<file path="config.mk">
export PLATFORM = sky130hd
export DESIGN_NAME = cmd_check
export DESIGN_NICKNAME = d
export VERILOG_FILES = /design/src/hdl/cmd_check_pkg.sv /design/src/hdl/cmd_check.sv
export SDC_FILE = /design/constraint.sdc
export NUM_CORES = 1
export LEC_CHECK = 0
export BUFFER_PORTS_ARGS = -buffer_cell sky130_fd_sc_hd__clkbuf_2
export CAP_MARGIN = 5
export CORE_MARGIN = 2
export CORE_UTILIZATION = 59
export CTS_CLUSTER_DIAMETER = 150
export CTS_CLUSTER_SIZE = 40
export DETAILED_ROUTE_END_ITERATION = 8
export PLACE_DENSITY_LB_ADDON = 0.1
export RECOVER_POWER = 50
export SETUP_SLACK_MARGIN = 0.1
export SYNTH_ARGS = -nofsm -noshare
export SYNTH_HDL_FRONTEND = slang
export SYNTH_SLANG_ARGS = --single-unit
</file>
<file path="constraint.sdc">
create_clock -name pclk -period 17.95 [get_ports pclk]
set_input_delay 5.385 -clock pclk [delete_from_list [all_inputs] [get_ports pclk]]
set_output_delay 5.385 -clock pclk [all_outputs]
set_load 0.01 [all_outputs]
</file>
<file path="src/hdl/cmd_check_pkg.sv">
// Constants for the command parameter checker
package cmd_check_pkg;
  // ---------------------------------------------------------------
  // Register byte offsets
  // ---------------------------------------------------------------
  localparam logic [7:0] REG_CMD_INFO = 8'h00;
  localparam logic [7:0] REG_SG_ELEM = 8'h04;
  localparam logic [7:0] REG_LENGTHS = 8'h08;
  localparam logic [7:0] REG_CONFIG = 8'h0C;
  localparam logic [7:0] REG_EVENT = 8'h10;
  localparam logic [7:0] REG_CONTROL = 8'h14;
  localparam logic [7:0] REG_STATUS = 8'h18;
  localparam logic [7:0] REG_WQ0_TMO = 8'h1C;
  localparam logic [7:0] REG_BUS_TMO = 8'h20;
  localparam logic [7:0] REG_SEL_TMO = 8'h24;
  localparam logic [7:0] REG_TMO_CYC = 8'h28;
  // ---------------------------------------------------------------
  // Field positions
  // ---------------------------------------------------------------
  // Command info word
  localparam int CI_TYPE_LSB = 0;        // 8 bit type
  localparam int CI_SGCNT_LSB = 8;       // 8 bit element count
  localparam int CI_SG_BIT = 16;
  localparam int CI_PRINTER_BIT = 17;
  localparam int CI_BUFFER_BIT = 18;
  localparam int CI_RSVD_BIT = 19;       // reserved fields nonzero
  localparam int CI_DIR_BIT = 20;        // 1 = data in
  // Scatter/gather element word
  localparam int SG_COUNT_LSB = 0;       // 16 bit byte count
  localparam int SG_MEMTYPE_LSB = 16;    // 4 bit memory type
  localparam int SG_ADDR_OK_BIT = 20;
  // Config word
  localparam int CF_OFFBOARD_BIT = 0;
  localparam int CF_PRN_READY_BIT = 1;
  localparam int CF_ABORT_EN_BIT = 2;
  localparam int CF_BUFSIZE_LSB = 16;    // 16 bit permitted buffer size
  // Event word
  localparam int EV_RESEL_BIT = 0;
  localparam int EV_PENDING_BIT = 1;
  localparam int EV_XFER_ZERO_BIT = 2;
  localparam int EV_DATA_REQ_BIT = 3;
  localparam int EV_PHASE_IN_BIT = 4;
  localparam int EV_PRN_CHANGE_BIT = 5;
  localparam int EV_FAULT_BIT = 6;
  // Control word (write one pulses)
  localparam int CT_CHECK_BIT = 0;
  localparam int CT_FLUSH_BIT = 1;
  localparam int CT_ABORT_ACK_BIT = 2;
  localparam int CT_START_BIT = 3;
  localparam int CT_DONE_BIT = 4;
  // ---------------------------------------------------------------
  // Status codes
  // ---------------------------------------------------------------
  localparam logic [7:0] ST_OK = 8'h00;
  localparam logic [7:0] ST_RESERVED = 8'h10;
  localparam logic [7:0] ST_SG_COUNT = 8'h2E;
  localparam logic [7:0] ST_SG_ODD = 8'h40;
  localparam logic [7:0] ST_SG_MEMTYPE = 8'h41;
  localparam logic [7:0] ST_SG_ADDR = 8'h42;
  localparam logic [7:0] ST_BUF_COUNT = 8'h50;
  localparam logic [7:0] ST_BUF_OFFBOARD = 8'h51;
  localparam logic [7:0] ST_FLUSH_ERR = 8'h80;
  localparam logic [7:0] ST_FLUSH_CMD = 8'h81;
  localparam logic [7:0] ST_MISSING = 8'h82;
  localparam logic [7:0] ST_EXHAUSTED = 8'h83;
  localparam logic [7:0] ST_DIRECTION = 8'h84;
  localparam logic [7:0] ST_PRN_CHANGE = 8'h90;
  localparam logic [7:0] ST_PRN_SHORT = 8'h91;
  localparam logic [7:0] ST_PRN_ZERO = 8'h92;
  localparam logic [7:0] ST_PRN_ABSENT = 8'h93;
  localparam logic [7:0] ST_PRN_SG = 8'h99;
  localparam logic [7:0] ST_BAD_TYPE = 8'hC0;
  localparam logic [7:0] ST_TIMEOUT = 8'hC1;
  // ---------------------------------------------------------------
  // Types, limits, timing
  // ---------------------------------------------------------------
  localparam logic [7:0] TYPE_MAX = 8'h03;      // supported types 0..3
  localparam logic [7:0] SG_MIN = 8'h01;
  localparam logic [7:0] SG_MAX = 8'h40;
  localparam logic [3:0] MEMTYPE_MAX = 4'h3;
  localparam int CLK_MHZ = 250;
  localparam int WQ0_TICK_MS = 256;
  localparam int BUS_DEFAULT_MS = 100;
  localparam int SEL_TICK_MS = 1;
  localparam int CYC_PER_MS = CLK_MHZ * 1000;
  localparam logic [31:0] WQ0_TICK_CYC = 32'(WQ0_TICK_MS * CYC_PER_MS);
  localparam logic [31:0] BUS_DEFAULT_CYC = 32'(BUS_DEFAULT_MS * CYC_PER_MS);
  localparam logic [31:0] SEL_TICK_CYC = 32'(SEL_TICK_MS * CYC_PER_MS);
endpackage

</file>
<file path="src/hdl/cmd_check.sv">
// Command parameter checker and completion status reporter
`timescale 1ns/10ps
module cmd_check (
  input wire logic pclk,
  input wire logic presetn,
  input wire logic psel,
  input wire logic penable,
  input wire logic pwrite,
  input wire logic [7:0] paddr,
  input wire logic [31:0] pwdata,
  output logic [31:0] prdata,
  output logic pready,
  output logic pslverr,
  output logic status_valid,
  output logic [7:0] status_code,
  output logic bus_timeout,
  output logic sel_timeout
);
  // ---------------------------------------------------------------
  // State
  // ---------------------------------------------------------------
  typedef enum logic [1:0] {IDLE, RUNNING, FLUSHING} mode_e;

  typedef struct packed {
    logic [31:0] cmd_info;
    logic [31:0] sg_elem;
    logic [31:0] lengths;
    logic [31:0] config_w;
    logic [31:0] event_w;
    logic [31:0] wq0_tmo;
    logic [31:0] bus_tmo;
    logic [31:0] sel_tmo;
    logic [31:0] wq0_cnt;
    logic [31:0] bus_cnt;
    logic [31:0] sel_cnt;
    logic [31:0] tick_cnt;
    logic [31:0] wq0_ticks;
    logic [31:0] prdata;
    logic pready;
    logic pslverr;
    logic status_valid;
    logic [7:0] status_code;
    logic bus_timeout;
    logic sel_timeout;
    logic prn_prev;
    mode_e mode;
  } state_s;

  state_s st_r;
  state_s st_nxt;

  // Tick lengths in cycles; a full tick is far longer than any short run
  logic [31:0] wq0_tick_cyc;
  logic [31:0] bus_default_cyc;
  logic [31:0] sel_tick_cyc;
  assign wq0_tick_cyc = cmd_check_pkg::WQ0_TICK_CYC;
  assign bus_default_cyc = cmd_check_pkg::BUS_DEFAULT_CYC;
  assign sel_tick_cyc = cmd_check_pkg::SEL_TICK_CYC;

  // ---------------------------------------------------------------
  // Command validation, first failing check wins
  // ---------------------------------------------------------------
  function automatic logic [7:0] check_cmd(input logic [31:0] ci, input logic [31:0] sg,
                                           input logic [31:0] ln, input logic [31:0] cf);
    logic [7:0] ctype;
    logic [7:0] sgcnt;
    logic [15:0] maxlen;
    logic [15:0] prnlen;
    logic [7:0] res;
    ctype = ci[cmd_check_pkg::CI_TYPE_LSB +: 8];
    sgcnt = ci[cmd_check_pkg::CI_SGCNT_LSB +: 8];
    maxlen = ln[15:0];
    prnlen = ln[31:16];
    res = cmd_check_pkg::ST_OK;
    // Order of the chain fixes which single code is reported
    if (ci[cmd_check_pkg::CI_RSVD_BIT]) begin
      res = cmd_check_pkg::ST_RESERVED;
    end else if (ctype > cmd_check_pkg::TYPE_MAX) begin
      res = cmd_check_pkg::ST_BAD_TYPE;
    end else if (ci[cmd_check_pkg::CI_PRINTER_BIT]) begin
      if (ci[cmd_check_pkg::CI_SG_BIT]) begin
        res = cmd_check_pkg::ST_PRN_SG;
      end else if (!cf[cmd_check_pkg::CF_PRN_READY_BIT]) begin
        res = cmd_check_pkg::ST_PRN_ABSENT;
      end else if (maxlen == 16'h0000 && prnlen != 16'h0000) begin
        res = cmd_check_pkg::ST_PRN_ZERO;
      end else if (maxlen < prnlen) begin
        res = cmd_check_pkg::ST_PRN_SHORT;
      end
    end else if (ci[cmd_check_pkg::CI_BUFFER_BIT]) begin
      if (cf[cmd_check_pkg::CF_OFFBOARD_BIT]) begin
        res = cmd_check_pkg::ST_BUF_OFFBOARD;
      end else if (maxlen > cf[cmd_check_pkg::CF_BUFSIZE_LSB +: 16]) begin
        res = cmd_check_pkg::ST_BUF_COUNT;
      end
    end else if (ci[cmd_check_pkg::CI_SG_BIT]) begin
      if (sgcnt < cmd_check_pkg::SG_MIN || sgcnt > cmd_check_pkg::SG_MAX) begin
        res = cmd_check_pkg::ST_SG_COUNT;
      end else if (sg[cmd_check_pkg::SG_COUNT_LSB]) begin
        res = cmd_check_pkg::ST_SG_ODD;
      end else if (sg[cmd_check_pkg::SG_MEMTYPE_LSB +: 4] > cmd_check_pkg::MEMTYPE_MAX) begin
        res = cmd_check_pkg::ST_SG_MEMTYPE;
      end else if (!sg[cmd_check_pkg::SG_ADDR_OK_BIT]) begin
        res = cmd_check_pkg::ST_SG_ADDR;
      end
    end
    return res;
  endfunction

  // Timeout limit in cycles from a count of units
  function automatic logic [31:0] scale(input logic [31:0] units, input logic [31:0] per);
    return 32'(units * per);
  endfunction

  // ---------------------------------------------------------------
  // Next state
  // ---------------------------------------------------------------
  always_comb begin
    logic wr;
    logic rd;
    logic [31:0] ev;
    logic [31:0] ct;
    logic [7:0] code;
    logic post;
    logic bus_lim_hit;
    logic [31:0] bus_lim;
    st_nxt = st_r;
    wr = psel && penable && pwrite;
    rd = psel && !penable && !pwrite;
    ev = st_r.event_w;
    ct = 32'h0000_0000;
    code = cmd_check_pkg::ST_OK;
    post = 1'b0;
    bus_lim = 32'h0000_0000;
    bus_lim_hit = 1'b0;
    st_nxt.pready = psel && !penable;
    st_nxt.pslverr = 1'b0;
    st_nxt.status_valid = 1'b0;
    st_nxt.bus_timeout = 1'b0;
    st_nxt.sel_timeout = 1'b0;
    // No wait state: ready stands through the first access cycle
    if (psel && penable && st_r.pready) begin
      st_nxt.pready = 1'b0;
      if (wr) begin
        unique case (paddr)
          cmd_check_pkg::REG_CMD_INFO: st_nxt.cmd_info = pwdata;
          cmd_check_pkg::REG_SG_ELEM: st_nxt.sg_elem = pwdata;
          cmd_check_pkg::REG_LENGTHS: st_nxt.lengths = pwdata;
          cmd_check_pkg::REG_CONFIG: st_nxt.config_w = pwdata;
          cmd_check_pkg::REG_EVENT: begin
            st_nxt.event_w = pwdata;
            ev = pwdata;
          end
          cmd_check_pkg::REG_CONTROL: ct = pwdata;
          cmd_check_pkg::REG_WQ0_TMO: st_nxt.wq0_tmo = pwdata;
          cmd_check_pkg::REG_BUS_TMO: st_nxt.bus_tmo = pwdata;
          cmd_check_pkg::REG_SEL_TMO: st_nxt.sel_tmo = pwdata;
          default: ;
        endcase
      end
    end
    if (rd) begin
      unique case (paddr)
        cmd_check_pkg::REG_CMD_INFO: st_nxt.prdata = st_r.cmd_info;
        cmd_check_pkg::REG_SG_ELEM: st_nxt.prdata = st_r.sg_elem;
        cmd_check_pkg::REG_LENGTHS: st_nxt.prdata = st_r.lengths;
        cmd_check_pkg::REG_CONFIG: st_nxt.prdata = st_r.config_w;
        cmd_check_pkg::REG_EVENT: st_nxt.prdata = st_r.event_w;
        cmd_check_pkg::REG_CONTROL: st_nxt.prdata = 32'h0000_0000;
        cmd_check_pkg::REG_STATUS: st_nxt.prdata = {22'h00_0000, st_r.mode, st_r.status_code};
        cmd_check_pkg::REG_WQ0_TMO: st_nxt.prdata = st_r.wq0_tmo;
        cmd_check_pkg::REG_BUS_TMO: st_nxt.prdata = st_r.bus_tmo;
        cmd_check_pkg::REG_SEL_TMO: st_nxt.prdata = st_r.sel_tmo;
        cmd_check_pkg::REG_TMO_CYC: st_nxt.prdata = st_r.wq0_ticks;
        default: st_nxt.prdata = 32'h0000_0000;
      endcase
    end
    // Error rides with ready, so it is decided in the setup cycle
    if (psel && !penable) begin
      st_nxt.pslverr = (paddr > cmd_check_pkg::REG_TMO_CYC) || (paddr[1:0] != 2'b00)
                       || (pwrite && (paddr == cmd_check_pkg::REG_STATUS
                                      || paddr == cmd_check_pkg::REG_TMO_CYC));
    end

    // Link events; running checks use the event word as written this cycle, printer change the stored word
    st_nxt.prn_prev = st_r.event_w[cmd_check_pkg::EV_PRN_CHANGE_BIT];
    if (st_r.event_w[cmd_check_pkg::EV_PRN_CHANGE_BIT] && !st_r.prn_prev) begin
      code = cmd_check_pkg::ST_PRN_CHANGE;
      post = 1'b1;
    end
    if (st_r.mode == RUNNING) begin
      if (ev[cmd_check_pkg::EV_RESEL_BIT] && !ev[cmd_check_pkg::EV_PENDING_BIT]) begin
        code = cmd_check_pkg::ST_MISSING;
        post = 1'b1;
      end else if (ev[cmd_check_pkg::EV_XFER_ZERO_BIT] && ev[cmd_check_pkg::EV_DATA_REQ_BIT]) begin
        code = cmd_check_pkg::ST_EXHAUSTED;
        post = 1'b1;
      end else if (ev[cmd_check_pkg::EV_DATA_REQ_BIT]
                   && ev[cmd_check_pkg::EV_PHASE_IN_BIT]
                      != st_r.cmd_info[cmd_check_pkg::CI_DIR_BIT]) begin
        code = cmd_check_pkg::ST_DIRECTION;
        post = 1'b1;
      end else if (ev[cmd_check_pkg::EV_FAULT_BIT]
                   && st_r.wq0_tmo != 32'h0000_0000
                   && st_r.wq0_ticks >= st_r.wq0_tmo) begin
        code = cmd_check_pkg::ST_TIMEOUT;
        post = 1'b1;
      end
      if (post && code != cmd_check_pkg::ST_PRN_CHANGE) begin
        st_nxt.mode = st_r.config_w[cmd_check_pkg::CF_ABORT_EN_BIT] ? FLUSHING : IDLE;
      end
    end

    // Control pulses
    if (ct[cmd_check_pkg::CT_CHECK_BIT]) begin
      if (st_r.mode == FLUSHING) begin
        code = cmd_check_pkg::ST_FLUSH_ERR;
      end else if (ct[cmd_check_pkg::CT_FLUSH_BIT]) begin
        code = cmd_check_pkg::ST_FLUSH_CMD;
      end else begin
        code = check_cmd(st_r.cmd_info, st_r.sg_elem, st_r.lengths, st_r.config_w);
        if (code != cmd_check_pkg::ST_OK && st_r.config_w[cmd_check_pkg::CF_ABORT_EN_BIT]) begin
          st_nxt.mode = FLUSHING;
        end
      end
      post = 1'b1;
    end
    if (ct[cmd_check_pkg::CT_ABORT_ACK_BIT] && st_r.mode == FLUSHING) begin
      st_nxt.mode = IDLE;
    end
    if (ct[cmd_check_pkg::CT_START_BIT] && st_r.mode == IDLE) begin
      st_nxt.mode = RUNNING;
    end
    if (ct[cmd_check_pkg::CT_DONE_BIT] && st_r.mode == RUNNING) begin
      st_nxt.mode = IDLE;
    end
    if (post) begin
      st_nxt.status_valid = 1'b1;
      st_nxt.status_code = code;
    end

    // ---------------------------------------------------------------
    // Timeout counters
    // ---------------------------------------------------------------
    if (st_r.mode != RUNNING || ct[cmd_check_pkg::CT_START_BIT]) begin
      st_nxt.tick_cnt = 32'h0000_0000;
      st_nxt.wq0_ticks = 32'h0000_0000;
      st_nxt.bus_cnt = 32'h0000_0000;
      st_nxt.sel_cnt = 32'h0000_0000;
    end else begin
      if (st_r.tick_cnt >= wq0_tick_cyc - 32'h0000_0001) begin
        st_nxt.tick_cnt = 32'h0000_0000;
        st_nxt.wq0_ticks = st_r.wq0_ticks + 32'h0000_0001;
      end else begin
        st_nxt.tick_cnt = st_r.tick_cnt + 32'h0000_0001;
      end
      // Zero setting falls back to the fixed default
      bus_lim = (st_r.bus_tmo == 32'h0000_0000) ? bus_default_cyc
                                                : scale(st_r.bus_tmo, sel_tick_cyc);
      bus_lim_hit = st_r.bus_cnt >= bus_lim - 32'h0000_0001;
      st_nxt.bus_cnt = bus_lim_hit ? 32'h0000_0000 : st_r.bus_cnt + 32'h0000_0001;
      st_nxt.bus_timeout = bus_lim_hit;
      if (st_r.sel_tmo != 32'h0000_0000
          && st_r.sel_cnt >= scale(st_r.sel_tmo, sel_tick_cyc) - 32'h0000_0001) begin
        st_nxt.sel_cnt = 32'h0000_0000;
        st_nxt.sel_timeout = 1'b1;
      end else begin
        st_nxt.sel_cnt = st_r.sel_cnt + 32'h0000_0001;
      end
    end
    st_nxt.wq0_cnt = st_r.wq0_ticks;
  end

  // ---------------------------------------------------------------
  // Registers
  // ---------------------------------------------------------------
  always_ff @(posedge pclk or negedge presetn) begin
    if (!presetn) begin
      st_r <= '0;
    end else begin
      st_r <= st_nxt;
    end
  end

  assign prdata = st_r.prdata;
  assign pready = st_r.pready;
  assign pslverr = st_r.pslverr;
  assign status_valid = st_r.status_valid;
  assign status_code = st_r.status_code;
  assign bus_timeout = st_r.bus_timeout;
  assign sel_timeout = st_r.sel_timeout;
endmodule // cmd_check

</file>
* Yosys cells after proc, flatten, opt, wreduce, memory -nomap -nowiden
Cells that the tools add are included.
** Word-level totals
- Bits in registers :: 432
- Output and inout bits :: 45
** Cells by class
- Muxes and demuxes :: 64
- Order comparisons :: 11
- Reductions and logical operators :: 46
- Multiply operators :: 2
- Add/subtract/negate cells :: 6
- Equality and inequality tests :: 15
** Operators by type and width (count)
- case mux 32 bit (10 select lines) :: 1
- 2-to-1 mux 32 bit :: 6
- 2-to-1 mux 8 bit :: 21
- adder 32 x 1 -> 32 bit, second input constant :: 4
- 2-to-1 mux 128 bit :: 1
- greater-or-equal comparator 32 bit :: 3
- multiplier 32 x 14 -> 28 bit, second input constant :: 2
- nonzero test 32 bit :: 2
- subtractor 32 x 1 -> 32 bit, second input constant :: 2
- 2-to-1 mux 7 bit :: 9
- == test 8 x 5 -> 1 bit, second input constant :: 4
- greater-or-equal comparator 32 x 26 -> 1 bit, second input constant :: 1
- zero test 32 bit :: 1
- == test 8 x 6 -> 1 bit, second input constant :: 3
- 2-to-1 mux 2 bit :: 11
- AND reduction 3 bit :: 7
- logical AND 1 bit :: 19
- == test 8 x 4 -> 1 bit, second input constant :: 2
- greater-than comparator 16 bit :: 1
- zero test 16 bit :: 1
- < comparator 16 bit :: 1
- nonzero test 16 bit :: 1
- 2-to-1 mux 5 bit :: 3
- 2-to-1 mux 1 bit :: 11
- other kinds (19) :: 27

* Logic depth before layout (Yosys ltp)
Gate-level depths: netlist of the first run.
- Word-level depth :: 22
- Depth in mapped cells :: 36
- Gate-level depth less buffers :: 33

* Worst setup path after synthesis of the first run
OpenSTA, ideal clock, no wires.
- Path type :: input -> register
- Start :: in paddr[1]
- End :: reg st_r (netlist bit status_code[1])
- Library setup time :: 126 ps
- Setup slack :: 10227 ps
- Buffers on the path :: 1
- Arrival :: 7597 ps
- Stages on the path :: 11
- Path through :: or2_2 clkbuf_1 or3_1 nor2_4 nand2_1 mux2_2 o21ai_0 a211o_1 nand3b_1 a221oi_2 a221o_1
** On the way
- Word-level cells in the longest chain between the ends :: 13
- Elaborated cells between the ends (all ways) :: 31
- Classes of those cells :: eq/ne: 3; mux: 22; reduce/logical: 6
** Ends and longest elaborated chain
- start, declared :: line cmd_check.sv:9 : input wire logic [7:0] paddr,
- == test 8 x 5 -> 1 bit :: line cmd_check.sv:145 : unique case (paddr)
- 2-to-1 mux 32 bit
- 2-to-1 mux 7 bit :: line cmd_check.sv:144 : if (wr) begin
- 2-to-1 mux 7 bit :: line cmd_check.sv:142 : if (psel && penable && st_r.pready) begin
- logical AND 1 bit :: line cmd_check.sv:204 : && st_r.wq0_tmo != 32'h0000_0000
- logical AND 1 bit :: line cmd_check.sv:205 : && st_r.wq0_ticks >= st_r.wq0_tmo) begin
- 2-to-1 mux 8 bit / 2-to-1 mux 1 bit (equally long branches) :: line cmd_check.sv:203 : end else if (ev[cmd_check_pkg::EV_FAULT_BIT]
- 2-to-1 mux 8 bit / 2-to-1 mux 1 bit (equally long branches) :: line cmd_check.sv:198 : end else if (ev[cmd_check_pkg::EV_DATA_REQ_BIT]
- 2-to-1 mux 8 bit / 2-to-1 mux 1 bit (equally long branches) :: line cmd_check.sv:195 : end else if (ev[cmd_check_pkg::EV_XFER_ZERO_BIT] && ev[cmd_check_pkg::EV_DATA_REQ_BIT]) begin
- 2-to-1 mux 8 bit / 2-to-1 mux 1 bit (equally long branches) :: line cmd_check.sv:192 : if (ev[cmd_check_pkg::EV_RESEL_BIT] && !ev[cmd_check_pkg::EV_PENDING_BIT]) begin
- 2-to-1 mux 8 bit / 2-to-1 mux 1 bit (equally long branches) (2 in series) :: line cmd_check.sv:191 : if (st_r.mode == RUNNING) begin
- 2-to-1 mux 8 bit / 2-to-1 mux 1 bit (equally long branches) :: line cmd_check.sv:215 : if (ct[cmd_check_pkg::CT_CHECK_BIT]) begin
- end signal, assigned :: line cmd_check.sv:281 : st_r <= st_nxt;
- end, declared :: line cmd_check.sv:49 : state_s st_r;
Several ways; a longest one is shown, not always the timed one. The select of a mux whose other input is x is not followed.
A chain may end at the register's enable or synchronous reset.

==> results of run 1 <==
flip-flops by register name (all words and copies together), names as in the netlist, named ones only:
register      cells
st_r            354
prdata           32
st_nxt           32
status_code       8
bus_timeout       1
pready            1
pslverr           1
sel_timeout       1
status_valid      1
cell type report:
| class | count | area [sq um] |
|---|---|---|
| clock buffers | 15 | 375 |
| flip-flops and latches | 432 | 10800 |
| inverters | 358 | 1340 |
| fillers | 4391 | 20000 |
| well taps | 688 | 861 |
| repair buffers | 115 | 561 |
| multi-input cells | 2144 | 18600 |
| clock inverters | 5 | 62.6 |
worst max path at each step:
stage	start	endpoint	slack [ns]	cells after the start
after CTS	st_r[242]	st_r[165]	8.58	30
final	presetn	st_r[381]	7.36	4
after global routing	presetn	st_r[349]	6.18	4
after floorplan	paddr[1]	status_code[1]	10.23	11
after global placement	st_r[241]	st_r[175]	8.26	29
after detailed placement	st_r[242]	st_r[160]	8.67	30
per-layer routing:
layer  wire length, um  part of all wire [%]  track usage (%)
met1             37400                    44             43.8
met2             39800                    46             50.0
met3              5450                   6.3             3.61
met4              3340                   3.9             10.8
met5                 0                     0                0
cell families (layout without fill, tap and decap cells):
kind of cell	Yosys count	count (layout)
DFF	432	432
buffers and inverters	496	493
and+or+nand+nor	760	760
other	1	6
AOI/OAI and AO/OA	451	451
xor gates and xnor gates	223	223
adders and majority gates	441	441
muxes	263	263
Yosys cell counts (40+ instances only):
library cell | number | area, sq um
clkbuf_1 | 69 | 259
xnor2_1 | 89 | 780
buf_4 | 40 | 300
o21ai_0 | 74 | 370
nor2_1 | 240 | 901
mux2_2 | 256 | 2880
a21oi_1 | 76 | 380
dfrtp_1 | 432 | 10800
inv_1 | 358 | 1340
a21o_1 | 42 | 315
fa_1 | 152 | 3040
nand2_1 | 150 | 563
nand4_1 | 71 | 444
ha_1 | 289 | 3620
nand3_1 | 91 | 455
xor2_1 | 132 | 1160
a222oi_1 | 42 | 420
a22oi_1 | 64 | 480
power breakdown:
part / leakage (uW) / switching, uW / internal (uW)
registers: 0.00600 / 4.96 / 977
logic: 0.0103 / 91.6 / 45.6
clock network: 0.000216 / 324 / 163
total: 0.0165 / 420 / 1190
through the flow:
stage,hold slack [ns],setup WS [ns]
2_1_floorplan,0.381,10.23
6_report,0.488,7.36
3_3_place_gp,0.454,8.26
4_1_cts,0.484,8.58
5_1_grt,0.500,6.18
3_5_place_dp,0.456,8.67
worst max-delay path, stage by stage:
cell and delay [ns]:
clkbuf_1 3.42, buf_12 0.64, buf_4 0.83, buf_4 0.80
==> results.json, run 1 <==
{
  "grt_remaining_overflow": 0,
  "hold_path_class": "reg -> reg",
  "synthSimpleGateAreaFrac_pct": 11.9,
  "antenna_cells": 0,
  "period_needed_ns": 10.59,
  "worstHoldStart": "st_r[112]",
  "synthCells": 3067,
  "timing.rr.start": "st_r[242]",
  "p_total_uw": 1610,
  "vias_per_cell": 6.19,
  "maxCapViolations": 12,
  "num_vias": 23300,
  "whs_endpoint": "st_r[112]",
  "slew_headroom_pct": -233,
  "tns_ns": 0,
  "synth_warnings": 0,
  "synth-edff-count": 0,
  "dp.cells": 3737,
  "post-dp-hpwl_um": 65400,
  "placed_area_sq_um": 32300,
  "fmax_mhz": 94.4,
  "std_cell_rows": 84,
  "synthAdderAreaFrac_pct": 21.2,
  "worstMarginPinSlew_ns": 4.99,
  "arrival_ns": 11.21,
  "cts_hold_buf": 0,
  "slew_violations": 457,
  "required_ns": 18.57,
  "drtIter0Drc": 2119,
  "path_clk_slew_ns": 0.15,
  "syn2layout_area_growth_pct": 3.83,
  "synthArstFlopShare_pct": 100,
  "cts_buffer_depth": 3,
  "hold_viol": 0,
  "rsz0062_at_grt": "no",
  "antenna_found_initial": 0,
  "cp_max_fo": 161,
  "routedWlPerCell_um": 22.9,
  "die-area_sq_um": 55100,
  "die_y_um": 235,
  "syn_avg_cell_area_sq_um": 10.2,
  "ctsRootBufferMaster": "clkbuf_16",
  "reg2regPathDepth": 29,
  "status": "finished with violations",
  "ant_nets": 0,
  "grt_max_degree": 162,
  "drt_pass1_iterations": 7,
  "power.density_nw_per_um2": 49.2,
  "wirelength_um": 86000,
  "cts-htree-levels": 1,
  "ys_seq_area_share_pct": 34.4,
  "grt_pass1_wl_um": 135000,
  "cts_tree": "done",
  "fin_skew_ns": 0.0297,
  "nets": 3552,
  "fp.coreArea_sq_um": 52700,
  "vdd_ir_drop_max_uv": 71.4,
  "fp.dieW_um": 235,
  "remaining_drc_errors": 0,
  "io_pins": 90,
  "ys_types": 91,
  "clock_latency_ns": 0.59,
  "r2r_setup_slack_ns": 8.45,
  "track_usage_pct": 31.1,
  "layout_commonest_cell": "dfrtp_1",
  "initial_core_util_pct": 59.7,
  "yosys_most_used_dff": "dfrtp_1",
  "stdcell_area_sq_um": 32600,
  "syn-cell-area_sq_um": 31400,
  "startpoint_type": "input port",
  "final_core_util_pct": 62.0,
  "stdcell_count": 3757,
  "finalCritPeriodShare_pct": 59.0,
  "numCtsBuffers": 15,
  "clkSinkCount": 432,
  "synth.mux.area_fraction_pct": 9.40,
  "yosys_register_bits": 432,
  "cp-end-kind": "asynchronous set/reset pin",
  "synth_compound_gate_area_share_pct": 10.3,
  "finalWeightedCongestion": 0.956,
  "critPathKind": "in -> async",
  "port_buffers": 89,
  "finalSetupViolCount": 0,
  "grt_pass1_vias": 23200,
  "p_leak_uw": 0.0165,
  "r2r-end": "st_r[166]",
  "layout_common_cells": "dfrtp_1 (432), inv_1 (358), ha_1 (289), mux2_2 (256), nor2_1 (235)",
  "postCtsSetupRepairBufs": 0,
  "holdPathStages": 1,
  "violations": "capacitance limit, slew limit",
  "synth-xor-area-share_pct": 6.28,
  "drive_above_1_share_pct": 11.9,
  "cts_resized": 0,
  "synth_top_family_by_area": "adder cells"
}
No activity file was read; power rests on OpenSTA's default activity.
==> run 2, diff against run 1 <==
Clock period 17.95 ns to 10.7 ns, I/O delays scaled along.
==> run 2 against run 1 <==
  * Largest power group unchanged
  * Clock-buffer cell count rose by 2
  * The flow still finishes with violations (capacitance limit, slew limit)
  * Combinational power grew 68%
  * Critical path depth up 24
  * Critical endpoint is now st_r[172]
  * Final area increased by 0.44%
  * Flip-flop and latch count unchanged
  * Via count up 1.3%
  * Global-route usage rose by 0.45 points
  * Utilization rose by 0.28 points
  * Clock skew is 0.051 ns higher
  * Wire length increased by 1.8%
  * Sequential power is 68% higher
==> results.json, run 2 (synthesis results as in run 1) <==
{
  "tns_ns": 0,
  "fp.coreArea_sq_um": 52700,
  "cts-htree-levels": 1,
  "track_usage_pct": 31.5,
  "intPower_uw": 2010,
  "maxCapViolations": 5,
  "pwr-share-clk_pct": 31.5,
  "slew_headroom_pct": -232,
  "cp-end-kind": "flop",
  "vdd_ir_drop_max_uv": 93.8,
  "grt_pass1_wl_um": 137000,
  "io_pins": 90,
  "numCtsBuffers": 16,
  "layout_commonest_cell": "dfrtp_1",
  "p_seq_share_pct": 60.1,
  "drtIter0Drc": 2407,
  "routedWlPerCell_um": 23.3,
  "fp.dieW_um": 235,
  "period_needed_ns": 9.65,
  "remaining_drc_errors": 0,
  "initial_core_util_pct": 59.7,
  "die-area_sq_um": 55100,
  "hold-worst-slack_ns": 0.477,
  "startpoint_type": "flop",
  "port_buffers": 89,
  "finalCritPeriodShare_pct": 90.2,
  "clkSinkCount": 432,
  "seq_area_sq_um": 10800,
  "critPathKind": "reg -> reg",
  "wirelength_um": 87600,
  "antenna_found_initial": 1,
  "largest_register": "st_r",
  "fmax_mhz": 104,
  "clock_latency_ns": 0.61,
  "nets": 3552,
  "multiInputGateArea_sq_um": 18600,
  "finalSetupViolCount": 0,
  "worstMarginPinSlew_ns": 4.98,
  "p_leak_uw": 0.0167,
  "fin_ws_ns": 1.05,
  "fin_skew_ns": 0.0809,
  "p_switching_uw": 726,
  "grt_pass1_vias": 23800,
  "place_ws_ns": 1.18,
  "die_y_um": 235,
  "layout_common_cells": "dfrtp_1 (432), inv_1 (358), ha_1 (289), mux2_2 (256), nor2_1 (234)",
  "grt_max_degree": 156,
  "slowest_delay_ns": 1.04,
  "hold_viol": 0,
  "post-dp-hpwl_um": 66000,
  "combPwrFrac_pct": 8.4,
  "postCtsSetupRepairBufs": 0,
  "hold_path_class": "reg -> reg",
  "finalWeightedCongestion": 0.924,
  "power.density_nw_per_um2": 83.6,
  "p_sw_share_pct": 26.5,
  "drive_above_1_share_pct": 13.3,
  "arrival_ns": 10.08,
  "cts_hold_buf": 0,
  "cp_max_fo": 32,
  "std_cell_rows": 84,
  "required_ns": 11.14,
  "drt_pass1_iterations": 7,
  "rsz0062_at_grt": "no",
  "cts_buffer_depth": 3,
  "nFillCells": 4432,
  "violations": "capacitance limit, slew limit",
  "ctsRootBufferMaster": "clkbuf_16",
  "slew_violations": 441,
  "ant_nets": 0,
  "path_clk_slew_ns": 0.14,
  "grt_remaining_overflow": 0,
  "cts_resized": 0,
  "cts_tree": "done",
  "vias_per_cell": 6.26,
  "status": "finished with violations",
  "cp_slowest_cell": "nand3_1",
  "largest_register_ffs": 354,
  "num_vias": 23500,
  "syn2layout_area_growth_pct": 4.29
}
-- run 2: cell count changes in the layout (fill, tap and decap cells not counted), sizes merged --
cell and change:
buf +6, diode +1, clkinv +4, clkbuf -5, inv -4
-- run 2: power groups by stage --
stage                     Clock (uW)  Sequential, uW  Combinational, uW
final                            863            1650                230
after global routing             930            1650                260
after CTS                        878            1650                233
after detailed placement           0            1680                232
after global placement             0            1680                225
after floorplan                    0            1670                133
-- run 2: worst paths after layout --
check	start	endpoint	slack [ns]	cells past startpoint
setup / recovery	st_r[242]	st_r[172]	1.05	28
hold reg to reg	st_r[112]	st_r[112]	0.48	1
hold / removal	st_r[112]	st_r[112]	0.48	1
max in group asynchronous	presetn	st_r[103]	1.96	2
min in group asynchronous	presetn	st_r[234]	4.39	1
setup reg to reg	st_r[242]	st_r[172]	1.05	28
-- run 2: metrics by stage --
step / power [uW] / cell area, sq um / utilization (%) / cells
2_1_floorplan: 1810 / 31400 / - / 3072
3_3_place_gp: 1900 / 32300 / 61.3 / 3736
3_5_place_dp: 1910 / 32300 / 61.3 / 3736
4_1_cts: 2760 / 32800 / 62.3 / 3758
5_1_grt: 2840 / 32800 / 62.2 / 3758
6_report: 2740 / 32800 / 62.2 / 3759
-- run 2: cell type report --
type	instances	share of cell area, %
clock buffer	17	1.23
timing repair buffer	114	1.84
multi-input combinational	2144	56.8
tap	688	2.63
sequential	432	33.0
antenna	1	0.00764
clock inverter	5	0.374
inverter	358	4.10
-- run 2: worst max-delay path, delay by kind of cell (launching register included) --
kind | cells | cell delay [ns]
xor+xnor | 1 | 0.17
fa+ha+maj | 8 | 3.47
mux | 1 | 0.34
flops | 1 | 0.71
compound gates | 7 | 2.06
simple gates | 6 | 2.23
buf+inv | 5 | 0.48
-- run 2: per-layer routing --
layer	track usage (%)	up-vias	routed length, um	share of wire (%)
met5	0	-	0	0
li1	-	10600	-	-
met4	9.40	0	2980	3.4
met3	4.44	155	5810	6.6
met1	43.5	11900	37900	43
met2	51.9	879	40900	47
